`src/common/prc_pkg.sv`:
```
// prc_pkg: offsets, field positions, reset values and step constants for
// the playback range compressor control block.
// assumes one system clock and a word-clock strobe from the same domain.
package prc_pkg;
  // register offsets
  localparam logic [7:0] PRC_OFS_CTL = 8'h44;
  localparam logic [7:0] PRC_OFS_HOLD = 8'h45;
  localparam logic [7:0] PRC_OFS_RATE = 8'h46;
  // writable bit masks, reserved bits are stored as zero
  localparam logic [7:0] PRC_CTL_MASK = 8'h7f;
  localparam logic [7:0] PRC_HOLD_MASK = 8'h78;
  localparam logic [7:0] PRC_RATE_MASK = 8'hff;
  // reset values
  localparam logic [7:0] PRC_CTL_RST = 8'h0f;
  localparam logic [7:0] PRC_HOLD_RST = 8'h38;
  localparam logic [7:0] PRC_RATE_RST = 8'h00;
  // field positions
  localparam int PRC_EN_L_BIT = 6;
  localparam int PRC_EN_R_BIT = 5;
  localparam int PRC_THR_LSB = 2;
  localparam int PRC_HYST_LSB = 0;
  localparam int PRC_HOLD_LSB = 3;
  localparam int PRC_ATK_LSB = 4;
  localparam int PRC_DCY_LSB = 0;
  // threshold: 3 dB per code step, code 0 is -3 dB
  localparam logic [7:0] PRC_THR_STEP_DB = 8'h03;
  // hold: code 1 gives the base, codes up to the knee double it
  localparam int PRC_HOLD_BASE_WC = 32;
  localparam logic [3:0] PRC_HOLD_KNEE = 4'hb;
  localparam logic [3:0] PRC_HOLD_LONG_OFS = 4'ha;
  localparam int PRC_HOLD_LONG_SHIFT = 10;
  // rate steps: full step value at code 0, halved per code
  localparam logic [15:0] PRC_STEP_FULL = 16'h8000;
endpackage

```
`src/verilog/prc_top.sv`:
```
// prc_top: control logic of the playback range compressor, register port,
// per-channel threshold/hysteresis tracking and hold timing.
// assumes the register port, the word strobe and the levels are driven by
// logic on clk_i; the volume stage applies the step sizes it is given.
//
// Contract
// RULE1 - left compression acts only while the left enable bit is one, reset zero.
// RULE2 - right compression acts only while the right enable bit is one, reset zero.
// RULE3 - the threshold code picks -3 dB at 000 to -24 dB at 111 in 3 dB steps, reset 011.
// RULE4 - the hysteresis code picks 0 to 3 dB, reset 11.
// RULE5 - hold code 0000 disables hold, 0001 gives 32 word clocks doubling to 512 at 0101.
// RULE6 - hold codes 1110 and 1111 give four and five times 32768 word clocks.
// RULE7 - software writes only reset values into the reserved bits.
// RULE8 - hold codes 0110 to 1011 keep doubling to 32768, 1100 and 1101 give 2x and 3x 32768.
// RULE9 - the attack code gives 4 dB per word clock at 0000, halving per code.
// RULE10 - the decay code gives 1.5625e-2 dB per word clock at 0000, halving per code.
// RULE11 - while compression is enabled the volume controls act independently.
`timescale 1ns/1ps
module prc_top #(
  parameter int HOLD_BASE = prc_pkg::PRC_HOLD_BASE_WC
) (
  // clock and reset
  input wire logic clk_i,
  input wire logic rst_n_i,
  // register port
  input wire logic [7:0] reg_addr_i,
  input wire logic [7:0] reg_wdata_i,
  input wire logic reg_wr_i,
  input wire logic reg_rd_i,
  output logic [7:0] reg_rdata_o,
  output logic reg_rvalid_o,
  // word clock and channel levels in dB below full scale, index 0 left
  input wire logic wclk_stb_i,
  input wire logic [1:0][7:0] level_db_i,
  // per-channel control to the volume stage
  output logic [1:0] comp_active_o,
  output logic [1:0] attack_o,
  output logic [1:0] decay_o,
  // decoded parameters
  output logic [7:0] thr_db_o,
  output logic [1:0] hyst_db_o,
  output logic [17:0] hold_len_o,
  output logic [15:0] attack_step_o,
  output logic [15:0] decay_step_o,
  output logic link_force_o
);

  typedef struct packed {
    logic [7:0] ctl;
    logic [7:0] hold;
    logic [7:0] rate;
    logic [7:0] rdata;
    logic rvalid;
    logic [1:0] active;
    logic [1:0][17:0] hold_cnt;
    logic [1:0] attack;
    logic [1:0] decay;
    logic [7:0] thr_db;
    logic [1:0] hyst_db;
    logic [17:0] hold_len;
    logic [15:0] atk_step;
    logic [15:0] dcy_step;
    logic link_force;
  } prc_state_t;

  prc_state_t st_reg;
  prc_state_t st_next;

  // hold length in word clocks for a hold code
  function automatic logic [17:0] prc_hold_len(input logic [3:0] code);
    logic [17:0] base;
    base = 18'(HOLD_BASE);
    if (code == 4'h0) begin
      prc_hold_len = 18'h00000; // [RULE5]
    end else if (code <= prc_pkg::PRC_HOLD_KNEE) begin
      prc_hold_len = base << (code - 4'h1); // [RULE5] [RULE8]
    end else begin
      // 2x..5x of the 32768 point for codes 1100..1111
      prc_hold_len = 18'((base << prc_pkg::PRC_HOLD_LONG_SHIFT) *
                         {14'h0000, code - prc_pkg::PRC_HOLD_LONG_OFS}); // [RULE6] [RULE8]
    end
  endfunction

  logic [2:0] thr_code;
  logic [3:0] hold_code;
  logic [7:0] thr_db;
  logic [7:0] rel_db;
  logic [1:0] en;

  // register port, decode and per-channel tracking
  always_comb begin
    st_next = st_reg;
    st_next.rvalid = 1'b0;
    st_next.attack = 2'b00;
    st_next.decay = 2'b00;
    // reserved bits are masked so they always read back as their reset zero
    if (reg_wr_i) begin
      case (reg_addr_i)
        prc_pkg::PRC_OFS_CTL: st_next.ctl = reg_wdata_i & prc_pkg::PRC_CTL_MASK; // [RULE7]
        prc_pkg::PRC_OFS_HOLD: st_next.hold = reg_wdata_i & prc_pkg::PRC_HOLD_MASK; // [RULE7]
        prc_pkg::PRC_OFS_RATE: st_next.rate = reg_wdata_i & prc_pkg::PRC_RATE_MASK;
        default: st_next.ctl = st_reg.ctl;
      endcase
    end
    if (reg_rd_i) begin
      st_next.rvalid = 1'b1;
      case (reg_addr_i)
        prc_pkg::PRC_OFS_CTL: st_next.rdata = st_reg.ctl;
        prc_pkg::PRC_OFS_HOLD: st_next.rdata = st_reg.hold;
        prc_pkg::PRC_OFS_RATE: st_next.rdata = st_reg.rate;
        default: st_next.rdata = 8'h00;
      endcase
    end
    // decoded values follow the new register contents in the same edge
    thr_code = st_next.ctl[prc_pkg::PRC_THR_LSB +: 3];
    hold_code = st_next.hold[prc_pkg::PRC_HOLD_LSB +: 4];
    thr_db = 8'(({5'h00, thr_code} + 8'h01) * prc_pkg::PRC_THR_STEP_DB); // [RULE3]
    st_next.thr_db = thr_db;
    st_next.hyst_db = st_next.ctl[prc_pkg::PRC_HYST_LSB +: 2]; // [RULE4]
    rel_db = thr_db + {6'h00, st_next.hyst_db};
    st_next.hold_len = prc_hold_len(hold_code);
    st_next.atk_step = prc_pkg::PRC_STEP_FULL >>
                       st_next.rate[prc_pkg::PRC_ATK_LSB +: 4]; // [RULE9]
    st_next.dcy_step = prc_pkg::PRC_STEP_FULL >>
                       st_next.rate[prc_pkg::PRC_DCY_LSB +: 4]; // [RULE10]
    en[0] = st_reg.ctl[prc_pkg::PRC_EN_L_BIT];
    en[1] = st_reg.ctl[prc_pkg::PRC_EN_R_BIT];
    // any enabled channel forces independent volume in the volume stage
    st_next.link_force = st_next.ctl[prc_pkg::PRC_EN_L_BIT] |
                         st_next.ctl[prc_pkg::PRC_EN_R_BIT]; // [RULE11]
    // the hysteresis band between threshold and release keeps the state,
    // so a level near the threshold does not chatter attack and decay
    for (int ch = 0; ch < 2; ch++) begin
      if (!en[ch]) begin
        st_next.active[ch] = 1'b0; // [RULE1] [RULE2]
        st_next.hold_cnt[ch] = 18'h00000;
      end else if (wclk_stb_i) begin
        if (level_db_i[ch] < st_reg.thr_db) begin
          st_next.active[ch] = 1'b1;
        end else if (level_db_i[ch] >= rel_db) begin
          st_next.active[ch] = 1'b0;
        end
        if (st_next.active[ch]) begin
          st_next.attack[ch] = 1'b1; // [RULE1] [RULE2]
          st_next.hold_cnt[ch] = st_reg.hold_len;
        end else if (st_reg.hold_cnt[ch] != 18'h00000) begin
          st_next.hold_cnt[ch] = st_reg.hold_cnt[ch] - 18'h00001; // [RULE5]
        end else begin
          st_next.decay[ch] = 1'b1;
        end
      end
    end
  end

  // one register for all state, constants only under reset
  always_ff @(posedge clk_i or negedge rst_n_i) begin
    if (!rst_n_i) begin
      st_reg <= '0;
      st_reg.ctl <= prc_pkg::PRC_CTL_RST; // [RULE1] [RULE2] [RULE3] [RULE4]
      st_reg.hold <= prc_pkg::PRC_HOLD_RST;
      st_reg.rate <= prc_pkg::PRC_RATE_RST;
      st_reg.thr_db <= 8'h0c;
      st_reg.hyst_db <= 2'h3;
      st_reg.hold_len <= 18'(HOLD_BASE) << 6;
      st_reg.atk_step <= prc_pkg::PRC_STEP_FULL;
      st_reg.dcy_step <= prc_pkg::PRC_STEP_FULL;
    end else begin
      st_reg <= st_next;
    end
  end

  // outputs straight from the state register
  assign reg_rdata_o = st_reg.rdata;
  assign reg_rvalid_o = st_reg.rvalid;
  assign comp_active_o = st_reg.active;
  assign attack_o = st_reg.attack;
  assign decay_o = st_reg.decay;
  assign thr_db_o = st_reg.thr_db;
  assign hyst_db_o = st_reg.hyst_db;
  assign hold_len_o = st_reg.hold_len;
  assign attack_step_o = st_reg.atk_step;
  assign decay_step_o = st_reg.dcy_step;
  assign link_force_o = st_reg.link_force;

  // checks on the decoded values and channel behaviour
  property p_left_off;
    @(posedge clk_i) disable iff (!rst_n_i)
      !st_reg.ctl[prc_pkg::PRC_EN_L_BIT] |=> !attack_o[0] && !decay_o[0] && !comp_active_o[0];
  endproperty
  a_left_off: assert property (p_left_off) else $error("left acts while disabled"); // [RULE1]

  property p_right_off;
    @(posedge clk_i) disable iff (!rst_n_i)
      !st_reg.ctl[prc_pkg::PRC_EN_R_BIT] |=> !attack_o[1] && !decay_o[1] && !comp_active_o[1];
  endproperty
  a_right_off: assert property (p_right_off) else $error("right acts while disabled"); // [RULE2]

  property p_thr;
    @(posedge clk_i) disable iff (!rst_n_i)
      thr_db_o == 8'(3 * (st_reg.ctl[4:2] + 1)) && thr_db_o >= 8'h03 && thr_db_o <= 8'h18;
  endproperty
  a_thr: assert property (p_thr) else $error("threshold decode wrong"); // [RULE3]

  property p_hyst;
    @(posedge clk_i) disable iff (!rst_n_i)
      reg_wr_i && reg_addr_i == prc_pkg::PRC_OFS_CTL |=> hyst_db_o == $past(reg_wdata_i[1:0]);
  endproperty
  a_hyst: assert property (p_hyst) else $error("hysteresis not taken"); // [RULE4]

  property p_hold_short;
    @(posedge clk_i) disable iff (!rst_n_i)
      (st_reg.hold[6:3] == 4'h0 |-> hold_len_o == 18'h0) and
      (st_reg.hold[6:3] == 4'h5 |-> hold_len_o == 18'(HOLD_BASE * 16));
  endproperty
  a_hold_short: assert property (p_hold_short) else $error("short hold decode wrong"); // [RULE5]

  property p_hold_long;
    @(posedge clk_i) disable iff (!rst_n_i)
      st_reg.hold[6:3] == 4'hf |-> hold_len_o == 18'(HOLD_BASE * 5 * 1024);
  endproperty
  a_hold_long: assert property (p_hold_long) else $error("long hold decode wrong"); // [RULE6]

  property p_hold_mid;
    @(posedge clk_i) disable iff (!rst_n_i)
      (st_reg.hold[6:3] == 4'hb |-> hold_len_o == 18'(HOLD_BASE * 1024)) and
      (st_reg.hold[6:3] == 4'hc |-> hold_len_o == 18'(HOLD_BASE * 2048));
  endproperty
  a_hold_mid: assert property (p_hold_mid) else $error("mid hold decode wrong"); // [RULE8]

  property p_attack;
    @(posedge clk_i) disable iff (!rst_n_i)
      attack_step_o == (16'h8000 >> st_reg.rate[7:4]);
  endproperty
  a_attack: assert property (p_attack) else $error("attack step wrong"); // [RULE9]

  property p_decay;
    @(posedge clk_i) disable iff (!rst_n_i)
      decay_step_o == (16'h8000 >> st_reg.rate[3:0]);
  endproperty
  a_decay: assert property (p_decay) else $error("decay step wrong"); // [RULE10]

  property p_link;
    @(posedge clk_i) disable iff (!rst_n_i)
      $rose(st_reg.ctl[6] | st_reg.ctl[5]) |-> link_force_o;
  endproperty
  a_link: assert property (p_link) else $error("volume link not forced"); // [RULE11]

  c_attack_l: cover property (@(posedge clk_i) disable iff (!rst_n_i) attack_o[0]);
  c_decay_r: cover property (@(posedge clk_i) disable iff (!rst_n_i) decay_o[1]);
  c_release: cover property (@(posedge clk_i) disable iff (!rst_n_i)
    $fell(comp_active_o[0]));
endmodule

```
`config.mk`:
```
export PLATFORM = sky130hd
export DESIGN_NAME = prc_top
export DESIGN_NICKNAME = d
export VERILOG_FILES = /design/src/common/prc_pkg.sv /design/src/verilog/prc_top.sv
export SDC_FILE = /design/constraint.sdc
export NUM_CORES = 1
export LEC_CHECK = 0
export ABC_AREA = 1
export BUFFER_PORTS_ARGS = -buffer_cell sky130_fd_sc_hd__buf_2
export CORE_ASPECT_RATIO = 2
export CORE_MARGIN = 5
export CORE_UTILIZATION = 62
export DETAILED_ROUTE_END_ITERATION = 16
export PLACE_DENSITY = 0.87
export SLEW_MARGIN = 10
export SYNTH_ARGS = -nofsm -noshare
export SYNTH_HDL_FRONTEND = slang
export SYNTH_SLANG_ARGS = --single-unit
```
`constraint.sdc`:
```
create_clock -name clk_i -period 8.87 [get_ports clk_i]
set_input_delay 1.774 -clock clk_i [delete_from_list [all_inputs] [get_ports clk_i]]
set_output_delay 1.774 -clock clk_i [all_outputs]
set_load 0.005 [all_outputs]
```
==> key figures, run 1 <==
Worst setup path
  • CP max FO: 24
  • CP Data Required Time: 9190 ps
  • Worst reg2reg endpoint: st_reg[85]
  • Top Family by Delay on Critical Path: simple AND/OR/NAND/NOR gates
  • Top cell by count, worst path: nand2_1
  • Critical Path Start Type: input port
  • CP max-delay cell: nor2_1
  • Launching point of the worst reg2reg path: st_reg[131]
  • CP endpoint kind: register
  • Buf/Inv on CP: 4
  • R2R setup slack: 4400 ps
  • Critical path class: input port to register
  • Critical Path AT: 6540 ps
  • Worst path max stage delay: ~550 ps
  • Reg2reg path depth: 23

Pwr
  • Gate power share: about 25%
  • Sequential fraction of design power: 38.3%
  • Switch share: 34.83%
  • Clock share of power: 36.4%
  • Max VDD drop: 164.8 uV
  • Pwr Density: 243.4 mW/mm^2
  • Pwr Total: 1.929 mW
  • Static Leak: 4.246 nW
  • Cell Int Power: between 1 and 1.5 mW
  • Switch Pwr: approximately 0.67 mW

Min path
  • Hold-critical path depth: 2
  • Hold Path End: reg_rdata_o[0]
  • Hold path startpoint: reg_rdata_o[0]
  • Worst hold path class: register to register

Global routing
  • M1 GR Usage: 24.54%
  • Busiest layer in global routing: met2
  • Largest net degree at the start of global routing: 82
  • GRT Util Overall: 26.53%
  • Initial antenna violation count: 0
  • First-pass GRT wire length: 28.92 mm
  • GR met3 Demand/Resource: 6.582%
  • Vias in the first global route: slightly above 6k
  • Overflow after GRT: 0
  • Grt met2 use: 47.96%

Drt
  • Routed len/inst: 16.38 um
  • Drt initial violations: between 300 and 400
  • Routed WL: 17.89 mm
  • # DRC: 0
  • Vias/cell: around 5.5
  • DRT antenna net count: 0
  • Vias: about 6k
  • 1st-pass router iterations: 5

Clock tree
  • Clock Path Buffers: 2
  • CTS tree: yes
  • Post-CTS Hold Fix Bufs: 0
  • CTS clk-pin slew, worst paths: 60 ps
  • CTS Buf Count: 17
  • PostCTS Resize Cnt: 0
  • Root Driver: clkbuf_16
  • Clk_lat worst skew: approximately 420 ps
  • Clock sinks: 122
  • Setup bufs post-CTS: 0
  • H-tree levels: 4

Synthesis
  • Async SR Flop Fraction: 100.0%
  • Synth Flop Type: dfrtp_1
  • Synth warnings: 0
  • Yosys reg bits: 122
  • Synth top area share: 38.18%
  • Yosys top cell by area: dfrtp_1
  • Sequential-to-total area share from yosys stat: 42.55%
  • Mapped Cells: roughly 890
  • Avg Inst Size Synth: 8.091 um^2
  • Post-synthesis cell type count: 44
  • Synth top area cells: dfrtp_1, nand2_1, buf_4
  • Number of enable flip-flop cells after synthesis: 0
  • Post-Syn Area: approximately 0.0072 mm^2

Die
  • Core Area: 0.01135 mm^2
  • Die X: around 86 um
  • FP Rows: 55
  • Die Y: 162.5 um
  • IO Pins: roughly 110
  • Initial core utilization: 63.49%
  • Die area: between 0.01 and 0.015 mm^2

Timing
  • Min Tclk post-route: 6216 ps
  • Hold Fails Final Rpt: 0
  • Max-slew headroom: 33.15%
  • FMAX: roughly 160 MHz
  • Tcrit/Tclk final: roughly 70%
  • Fin Hold WS: 483.2 ps
  • Setup TNS Final: 0 ps
  • Worst Tran Pin Value: approximately 1000 ps
  • Endpoints failing setup: 0
  • Unrepaired setup endpoints after global routing: false
  • Final Max Tran Viols: 0
  • Setup Skew: 6.983 ps

Outcome
  • Status: complete, no violations

Finish
  • ANT cells: 0
  • Fin nets: 1012
  • Layout cells sized above 1: 21.16%
  • Finished Core Util: approximately 70%
  • Max reg flops: 52
  • Area grow syn2layout: 9.962%

Placed design
  • RD Place Congestion: 0.9215
  • HPWL after DPL: about 13 mm
  • PortBufs: 105

Job
  • MaxCap Viol Count: 0
[routing by layer]
metal,vias to the layer above,routed length [um]
li1,2837,-
met1,2805,5778
met2,237,9688
met3,99,1068
met4,0,1351
met5,-,0
[worst reg2reg max path, delay by kind of cell (launching register included)]
kind | cells | cell delay, ps
DFF | 1 | 560
adders and majority gates | 3 | 840
buffers and inverters | 3 | 240
and+or+nand+nor | 14 | 2320
AOI/OAI and AO/OA | 3 | 430
[power groups by stage]
stage	registers [mW]	clock network (mW)	logic, mW
after global routing	0.750	0.733	0.560
after floorplan	0.718	0	0.375
after global placement	0.741	0	0.461
after CTS	0.736	0.706	0.486
final	0.739	0.703	0.488
after detailed placement	0.743	0	0.479
[per-stage QoR]
| stage | setup WS (ps) | cell area, um^2 | cells |
|---|---|---|---|
| floorplan | 3414 | 7232 | 897 |
| global placement | 2578 | 7330 | 1060 |
| detailed placement | 2349 | 7330 | 1060 |
| CTS | 2656 | 7928 | 1092 |
| global route | 2145 | 7928 | 1092 |
| finish | 2654 | 7928 | 1092 |
[cell usage in the layout, fill, tap and decap left out, drive strengths merged, types with 12 or more instances in the layout]
| master | n |
|---|---|
| dfrtp | 110 |
| nand3 | 42 |
| dfstp | 12 |
| o21ai | 80 |
| a21oi | 18 |
| nand4 | 14 |
| nor2 | 98 |
| ha | 37 |
| buf | 106 |
| nand2 | 204 |
| inv | 122 |
| nor3 | 15 |
| xor2 | 23 |
| clkbuf | 18 |
[layout make-up]
| cell class | count | area, um^2 |
|---|---|---|
| Clock inverter | 14 | 158.9 |
| Tap cell | 142 | 177.7 |
| Sequential cell | 122 | 3068 |
| Inverter | 116 | 435.4 |
| Fill cell | 879 | 3427 |
| Clock buffer | 18 | 439.2 |
| Multi-Input combinational cell | 574 | 3113 |
| Timing Repair Buffer | 106 | 535.5 |
[worst max-delay path by stage]
| stage | from | to | slack, ps | cells after the start |
|---|---|---|---|---|
| after CTS | reg_addr_i[3] | st_reg[85] | 2660 | 27 |
| after floorplan | reg_addr_i[3] | st_reg[100] | 3410 | 27 |
| after detailed placement | reg_addr_i[3] | st_reg[85] | 2350 | 27 |
| after global routing | reg_addr_i[3] | st_reg[100] | 2150 | 29 |
| after global placement | reg_addr_i[3] | st_reg[100] | 2580 | 29 |
| final | reg_addr_i[3] | st_reg[85] | 2650 | 27 |
[cell families (layout without fill, tap and decap cells)]
logic type | count (synthesis) | after routing | synth area share, %
simple gates | 388 | 388 | 23.64
buf+inv | 201 | 254 | 14.58
flops | 122 | 122 | 42.55
other cells | 1 | 7 | 0.05202
xor+xnor | 33 | 33 | 4.009
fa+ha+maj | 38 | 38 | 6.699
compound gates | 108 | 108 | 8.469
[cell usage after synthesis, types with 3 or more instances]
| library cell | count |
|---|---|
| o21ai_0 | 65 |
| o21ai_1 | 4 |
| nand4_1 | 14 |
| ha_1 | 37 |
| dfstp_2 | 12 |
| nand2_2 | 11 |
| dfrtp_1 | 110 |
| inv_1 | 103 |
| xor2_1 | 23 |
| buf_4 | 75 |
| nor3_1 | 12 |
| nand2_1 | 191 |
| buf_2 | 5 |
| a21oi_1 | 18 |
| nor2_1 | 93 |
| nor2_2 | 4 |
| nand3_2 | 4 |
| nand3_1 | 38 |
| nand3b_1 | 3 |
| inv_2 | 13 |
| o21ai_2 | 10 |
| nor4_1 | 5 |
| clkbuf_1 | 3 |
| o22ai_1 | 4 |
| nor3_2 | 3 |
| xnor2_1 | 10 |
No activity file was read; power rests on OpenSTA's default activity.
==> run 2, diff against run 1 <==
--- a/config.mk
+++ b/config.mk
@@ -9,9 +9,9 @@
 export BUFFER_PORTS_ARGS = -buffer_cell sky130_fd_sc_hd__buf_2
 export CORE_ASPECT_RATIO = 2
 export CORE_MARGIN = 5
-export CORE_UTILIZATION = 62
+export CORE_UTILIZATION = 52
 export DETAILED_ROUTE_END_ITERATION = 16
-export PLACE_DENSITY = 0.87
+export PLACE_DENSITY = 0.78
 export SLEW_MARGIN = 10
 export SYNTH_ARGS = -nofsm -noshare
 export SYNTH_HDL_FRONTEND = slang
==> constraint.sdc (replaced) <==
create_clock -name clk_i -period 5.7 [get_ports clk_i]
set_input_delay 1.14 -clock clk_i [delete_from_list [all_inputs] [get_ports clk_i]]
set_output_delay 1.14 -clock clk_i [all_outputs]
set_load 0.005 [all_outputs]
==> key figures, run 2 (synthesized netlist as in run 1, its figures left out) <==
Outcome
  • Status: complete, no violations

Drt
  • Routed len/inst: 15.05 um (-8.1%)
  • # DRC: 0 (unchanged)
  • 1st-pass router iterations: 5 (unchanged)
  • Routed WL: 16.74 mm (-6.4%)
  • DRT antenna net count: 0 (unchanged)
  • Drt initial violations: 201 (-39%)
  • Vias/cell: 5.206 (-4.9%)
  • Vias: 5789 (-3.2%)

Global routing
  • Vias in the first global route: 5907 (-4.2%)
  • Overflow after GRT: 0 (unchanged)
  • First-pass GRT wire length: 27.74 mm (-4.1%)
  • Largest net degree at the start of global routing: 84 (+2.4%)
  • GRT Util Overall: 21.19% (-5.3 points)
  • Initial antenna violation count: 0 (unchanged)

Die
  • Die area: 0.01646 mm^2 (+17%)
  • FP Rows: 61 (+11%)
  • Die X: 93.26 um (+8.1%)
  • Die Y: 176.5 um (+8.6%)
  • Initial core utilization: 52.48% (-11 points)
  • Core Area: 0.01374 mm^2 (+21%)
  • IO Pins: 113 (unchanged)

Timing
  • Final Max Tran Viols: 0 (unchanged)
  • Unrepaired setup endpoints after global routing: false
  • Worst Tran Pin Value: 1049 ps (+46.69 ps)
  • FMAX: 198.3 MHz
  • Max-slew headroom: 30.04% (-3.1 points)
  • Min setup slack post-route: 656.2 ps (-1998 ps)
  • Setup Skew: 8.514 ps (+1.531 ps)
  • Tcrit/Tclk final: 88.49%
  • Endpoints failing setup: 0 (unchanged)
  • Hold Fails Final Rpt: 0 (unchanged)
  • Setup TNS Final: 0 ps (unchanged)
  • Min Tclk post-route: between 5000 and 6000 ps

Worst setup path
  • Critical Path Start Type: input port
  • CP Data Required Time: 5970 ps (-3220 ps)
  • Top cell by count, worst path: nand2_1
  • Top Family by Delay on Critical Path: simple AND/OR/NAND/NOR gates
  • Worst path max stage delay: 330 ps (-220 ps)
  • CP max-delay cell: ha_1
  • CP endpoint kind: register
  • Buf/Inv on CP: 5 (+1)
  • Critical path class: input port to register
  • CP max FO: 12 (-50%)
  • Critical Path AT: 5310 ps (-1230 ps)

Finish
  • Area grow syn2layout: 10.59%
  • ANT cells: 0 (unchanged)
  • Non-Filler Cell Area, Final: 0.007973 mm^2 (+0.57%)
  • Fin nets: 1017 (+0.49%)
  • FILL cells: 1212 (+38%)
  • Layout cells sized above 1: 21.57% (+0.41 points)
  • Commonest non-fill, non-tap cell in the layout: nand2_1
  • Max reg flops: 52 (unchanged)
  • Most frequent cells in the layout: nand2_1, dfrtp_1, buf_2

Placed design
  • HPWL after DPL: 12.94 mm (-3.5%)
  • Area after DPL: 0.007386 mm^2 (+0.77%)
  • Placement Setup Slack: 208.5 ps (-2141 ps)
  • PortBufs: 105 (unchanged)
  • RD Place Congestion: 0.9016 (-2.2%)

Pwr
  • Switch Pwr: 1.006 mW (+50%)
  • Clock share of power: 35.8% (-0.6 points)
  • Static Leak: 4.262 nW (+0.39%)
  • Gate power share: 25.2% (about the same)
  • Switch share: 34.28% (-0.56 points)
  • Max VDD drop: 208.1 uV (+26%)
  • Pwr Density: 368.2 mW/mm^2 (+51%)
  • Cell Int Power: 1.929 mW (+53%)
  • Sequential fraction of design power: 39.0% (+0.7 points)

Clock tree
  • Setup bufs post-CTS: 0 (unchanged)
  • Clock Path Buffers: 2 (unchanged)
  • CTS tree: yes
  • Clk_lat worst skew: 410 ps (about the same)
  • Post-CTS Hold Fix Bufs: 0 (unchanged)
  • PostCTS Resize Cnt: 0 (unchanged)
  • CTS clk-pin slew, worst paths: 60 ps (about the same)
  • Root Driver: clkbuf_16
  • H-tree levels: 4 (unchanged)
  • CTS Buf Count: 17 (unchanged)
  • Clock sinks: 122 (unchanged)

Job
  • MaxCap Viol Count: 0 (unchanged)

Min path
  • Worst hold path class: register to register
-- run 2: cell count changes in the layout (fill, tap and decap cells not counted), sizes merged --
| cell | before | now |
|---|---|---|
| buf | 106 | 111 |
| clkbuf | 18 | 19 |
| clkinv | 4 | 3 |
| bufinv | 2 | 1 |
| clkinvlp | 2 | 3 |
-- run 2: tightest hold or removal path, delay by kind of cell (launching register included) --
kind | cells | cell delay (ps)
DFF | 1 | 350
and+or+nand+nor | 2 | 100
-- run 2: layer usage --
layer / share of wire, % / vias up / track usage (%) / routed length, um
met5: 0 / - / 0 / 0
met2: 53 / 202 / 38.06 / 8885
met1: 38 / 2695 / 23.77 / 6349
met3: 6.4 / 35 / 5.501 / 1070
met4: 2.6 / 0 / 7.523 / 433
li1: - / 2857 / - / -
-- run 2: worst paths after layout --
kind | start | endpoint | slack [ps] | cells after the start
setup / recovery | reg_addr_i[3] | st_reg[93] | 660 | 27
hold / removal | reg_rdata_o[2] | reg_rdata_o[2] | 490 | 2
setup reg to reg | st_reg[131] | st_reg[74] | 1660 | 21
hold reg to reg | reg_rdata_o[2] | reg_rdata_o[2] | 490 | 2
max in group asynchronous | rst_n_i | st_reg[125] | 3660 | 2
min in group asynchronous | rst_n_i | comp_active_o[1] | 900 | 1
-- run 2: cell type report --
class | instances | area (um^2) | share of cell area [%]
Clock buffer | 19 | 452.9 | 5.681
Clock inverter | 13 | 133.9 | 1.679
Inverter | 116 | 435.4 | 5.461
Multi-Input combinational cell | 574 | 3113 | 39.05
Sequential cell | 122 | 3068 | 38.48
Tap cell | 157 | 196.4 | 2.464
Timing Repair Buffer | 111 | 573.1 | 7.188
-- run 2: metrics by stage --
stage          hold WS, ps  total power [mW]  std cells  utilization [%]
5_1_grt              507.5             3.136       1112            58.03
4_1_cts              490.4             2.950       1112            58.03
3_5_place_dp         462.1             1.881       1080            53.76
3_3_place_gp         466.8             1.849       1080            53.76
6_report             489.0             2.935       1112            58.03
2_1_floorplan        450.0             1.701        897                -
-- run 2: power by group through the flow --
| stage | registers [mW] | logic [mW] | clock network [mW] |
|---|---|---|---|
| final | 1.14 | 0.739 | 1.05 |
| after global routing | 1.16 | 0.860 | 1.11 |
| after CTS | 1.14 | 0.740 | 1.07 |
| after detailed placement | 1.15 | 0.730 | 0 |
| after global placement | 1.15 | 0.700 | 0 |
| after floorplan | 1.12 | 0.584 | 0 |
==> run 3, diff against run 2 <==
--- a/config.mk
+++ b/config.mk
@@ -7,7 +7,7 @@
 export LEC_CHECK = 0
 export ABC_AREA = 1
 export BUFFER_PORTS_ARGS = -buffer_cell sky130_fd_sc_hd__buf_2
-export CORE_ASPECT_RATIO = 2
+export CORE_ASPECT_RATIO = 0.5
 export CORE_MARGIN = 5
 export CORE_UTILIZATION = 52
 export DETAILED_ROUTE_END_ITERATION = 16
==> key figures, run 3 (synthesized netlist as in run 1, its figures left out) <==
Outcome
  • Status: complete, no violations

Worst setup path
  • R2R setup slack: 1680 ps (+20 ps)
  • Critical Path Start Type: input port
  • Worst path max stage delay: 390 ps (+60 ps)
  • Top Family by Delay on Critical Path: simple AND/OR/NAND/NOR gates
  • Critical path class: input port to register
  • Critical Path AT: 5490 ps (+180 ps)
  • CP Data Required Time: 6040 ps (+70 ps)
  • Reg2reg path depth: 23 (+9.5%)
  • Crit path depth: 27 (unchanged)
  • CP max FO: 9 (-3)
  • CP max-delay cell: nor2_1
  • Buf/Inv on CP: 4 (-1)
  • CP endpoint kind: register
  • Launching point of the worst reg2reg path: st_reg[131]
  • Worst reg2reg endpoint: st_reg[84]
  • Top cell by count, worst path: nand2_1

Finish
  • ANT cells: 0 (unchanged)
  • Commonest non-fill, non-tap cell in the layout: nand2_1
  • Layout Cells excl Fill: 1147 (+3.1%)
  • Fin nets: 1017 (unchanged)
  • Most frequent cells in the layout: nand2_1, dfrtp_1, buf_2
  • Area grow syn2layout: 11.45%
  • Max reg flops: 52 (unchanged)
  • Layout cells sized above 1: 21.57% (unchanged)

Drt
  • DRT antenna net count: 0 (unchanged)
  • Drt initial violations: 342 (+70%)
  • Routed len/inst: 14.41 um (-4.3%)
  • # DRC: 0 (unchanged)
  • 1st-pass router iterations: 5 (unchanged)
  • Vias/cell: 5.059 (-2.8%)
  • Vias: 5803 (+0.24%)
  • Routed WL: 16.53 mm (-1.2%)

Timing
  • Setup TNS Final: 0 ps (unchanged)
  • Endpoints failing setup: 0 (unchanged)
  • Worst Tran Pin Value: 990.6 ps (-58.82 ps)
  • Final Max Tran Viols: 0 (unchanged)
  • Min Tclk post-route: 5150 ps (+105.8 ps)
  • Max-slew headroom: 33.96% (+3.9 points)
  • Unrepaired setup endpoints after global routing: false
  • Tcrit/Tclk final: 90.34% (+1.9 points)
  • Hold Fails Final Rpt: 0 (unchanged)
  • Setup Skew: 6.731 ps (-1.783 ps)
  • FMAX: 194.2 MHz (-2.1%)

Min path
  • Hold path startpoint: reg_rdata_o[2]
  • Hold Path End: reg_rdata_o[2]
  • Worst hold path class: register to register
  • Hold-critical path depth: 2 (unchanged)

Placed design
  • Placed Cells: 1115 (+3.2%)
  • HPWL after DPL: 12.32 mm (-4.8%)
  • RD Place Congestion: 0.9173 (+1.7%)
  • PortBufs: 105 (unchanged)

Clock tree
  • CTS Buf Count: 17 (unchanged)
  • H-tree levels: 4 (unchanged)
  • Post-CTS Hold Fix Bufs: 0 (unchanged)
  • Clock Path Buffers: 2 (unchanged)
  • CTS clk-pin slew, worst paths: 60 ps (about the same)
  • Clk_lat worst skew: 420 ps (about the same)
  • Clock sinks: 122 (unchanged)
  • CTS tree: yes
  • PostCTS Resize Cnt: 0 (unchanged)
  • Setup bufs post-CTS: 0 (unchanged)
  • Root Driver: clkbuf_16

Die
  • IO Pins: 113 (unchanged)
  • Die X: 176.5 um (+89%)
  • Core Area: 0.01355 mm^2 (-1.4%)
  • FP Rows: 30 (-51%)
  • Die Y: 93.26 um (-47%)
  • Die area: 0.01646 mm^2 (unchanged)
  • Initial core utilization: 53.20% (+0.73 points)

Pwr
  • Clock share of power: 37.0% (+1.2 points)
  • Cell Int Power: 1.958 mW (+1.5%)
  • Switch Pwr: 1.026 mW (+2.0%)
  • Switch share: 34.38% (+0.10 points)
  • Pwr Density: 371.3 mW/mm^2 (+0.85%)
  • Static Leak: 4.277 nW (+0.36%)
  • Gate power share: 24.8% (-0.4 points)
  • Sequential fraction of design power: 38.2% (-0.8 points)
  • Max VDD drop: 240.0 uV (+15%)

Global routing
  • GRT Util Overall: 20.74% (-0.46 points)
  • Vias in the first global route: 5771 (-2.3%)
  • Initial antenna violation count: 1 (+1)
  • First-pass GRT wire length: 27.61 mm (-0.50%)
  • Overflow after GRT: 0 (unchanged)
  • Largest net degree at the start of global routing: 81 (-3.6%)

Job
  • MaxCap Viol Count: 0 (unchanged)
-- run 3: area by class of cell --
type                            count  area (um^2)
Clock buffer                       17        425.4
Clock inverter                     15        180.2
Fill cell                        1153         5515
Inverter                          116        435.4
Multi-Input combinational cell    574         3113
Sequential cell                   122         3068
Tap cell                          192        240.2
Timing Repair Buffer              111        573.1
-- run 3: worst max-delay path by stage --
stage | from | endpoint | slack [ps]
2_1_floorplan | reg_addr_i[3] | st_reg[100] | 880
3_3_place_gp | reg_addr_i[3] | st_reg[95] | 420
3_5_place_dp | reg_addr_i[3] | st_reg[84] | 150
4_1_cts | reg_addr_i[3] | st_reg[84] | 580
5_1_grt | reg_addr_i[3] | st_reg[84] | 20
6_report | reg_addr_i[3] | st_reg[84] | 550
-- run 3: layer usage --
metal	global-route usage, %	up-vias	wire length (um)
li1	-	2854	-
met1	26.44	2776	7474
met2	34.87	139	7782
met3	5.048	32	927
met4	7.143	2	331
met5	0	-	13
-- run 3: tightest hold or removal path, stage by stage (launching register included) --
cell and delay [ps]:
dfrtp_1 340, nand2_1 60, nand2_1 50
-- run 3: stage by stage --
step	power (mW)	instance area (um^2)	setup slack (ps)	hold slack, ps	utilization (%)
finish	2.984	8035	550.4	482.6	59.30
global placement	1.846	7430	422.1	469.0	54.83
detailed placement	1.876	7430	145.8	471.3	54.83
global route	3.166	8035	18.59	524.0	59.30
CTS	2.995	8035	578.9	487.6	59.30
floorplan	1.701	7232	877.9	450.0	-
-- run 3: power by group through the flow --
| stage | logic (mW) | clock network [mW] | registers [mW] |
|---|---|---|---|
| finish | 0.740 | 1.10 | 1.14 |
| detailed placement | 0.727 | 0 | 1.15 |
| CTS | 0.739 | 1.12 | 1.14 |
| floorplan | 0.584 | 0 | 1.12 |
| global route | 0.853 | 1.15 | 1.16 |
| global placement | 0.698 | 0 | 1.15 |
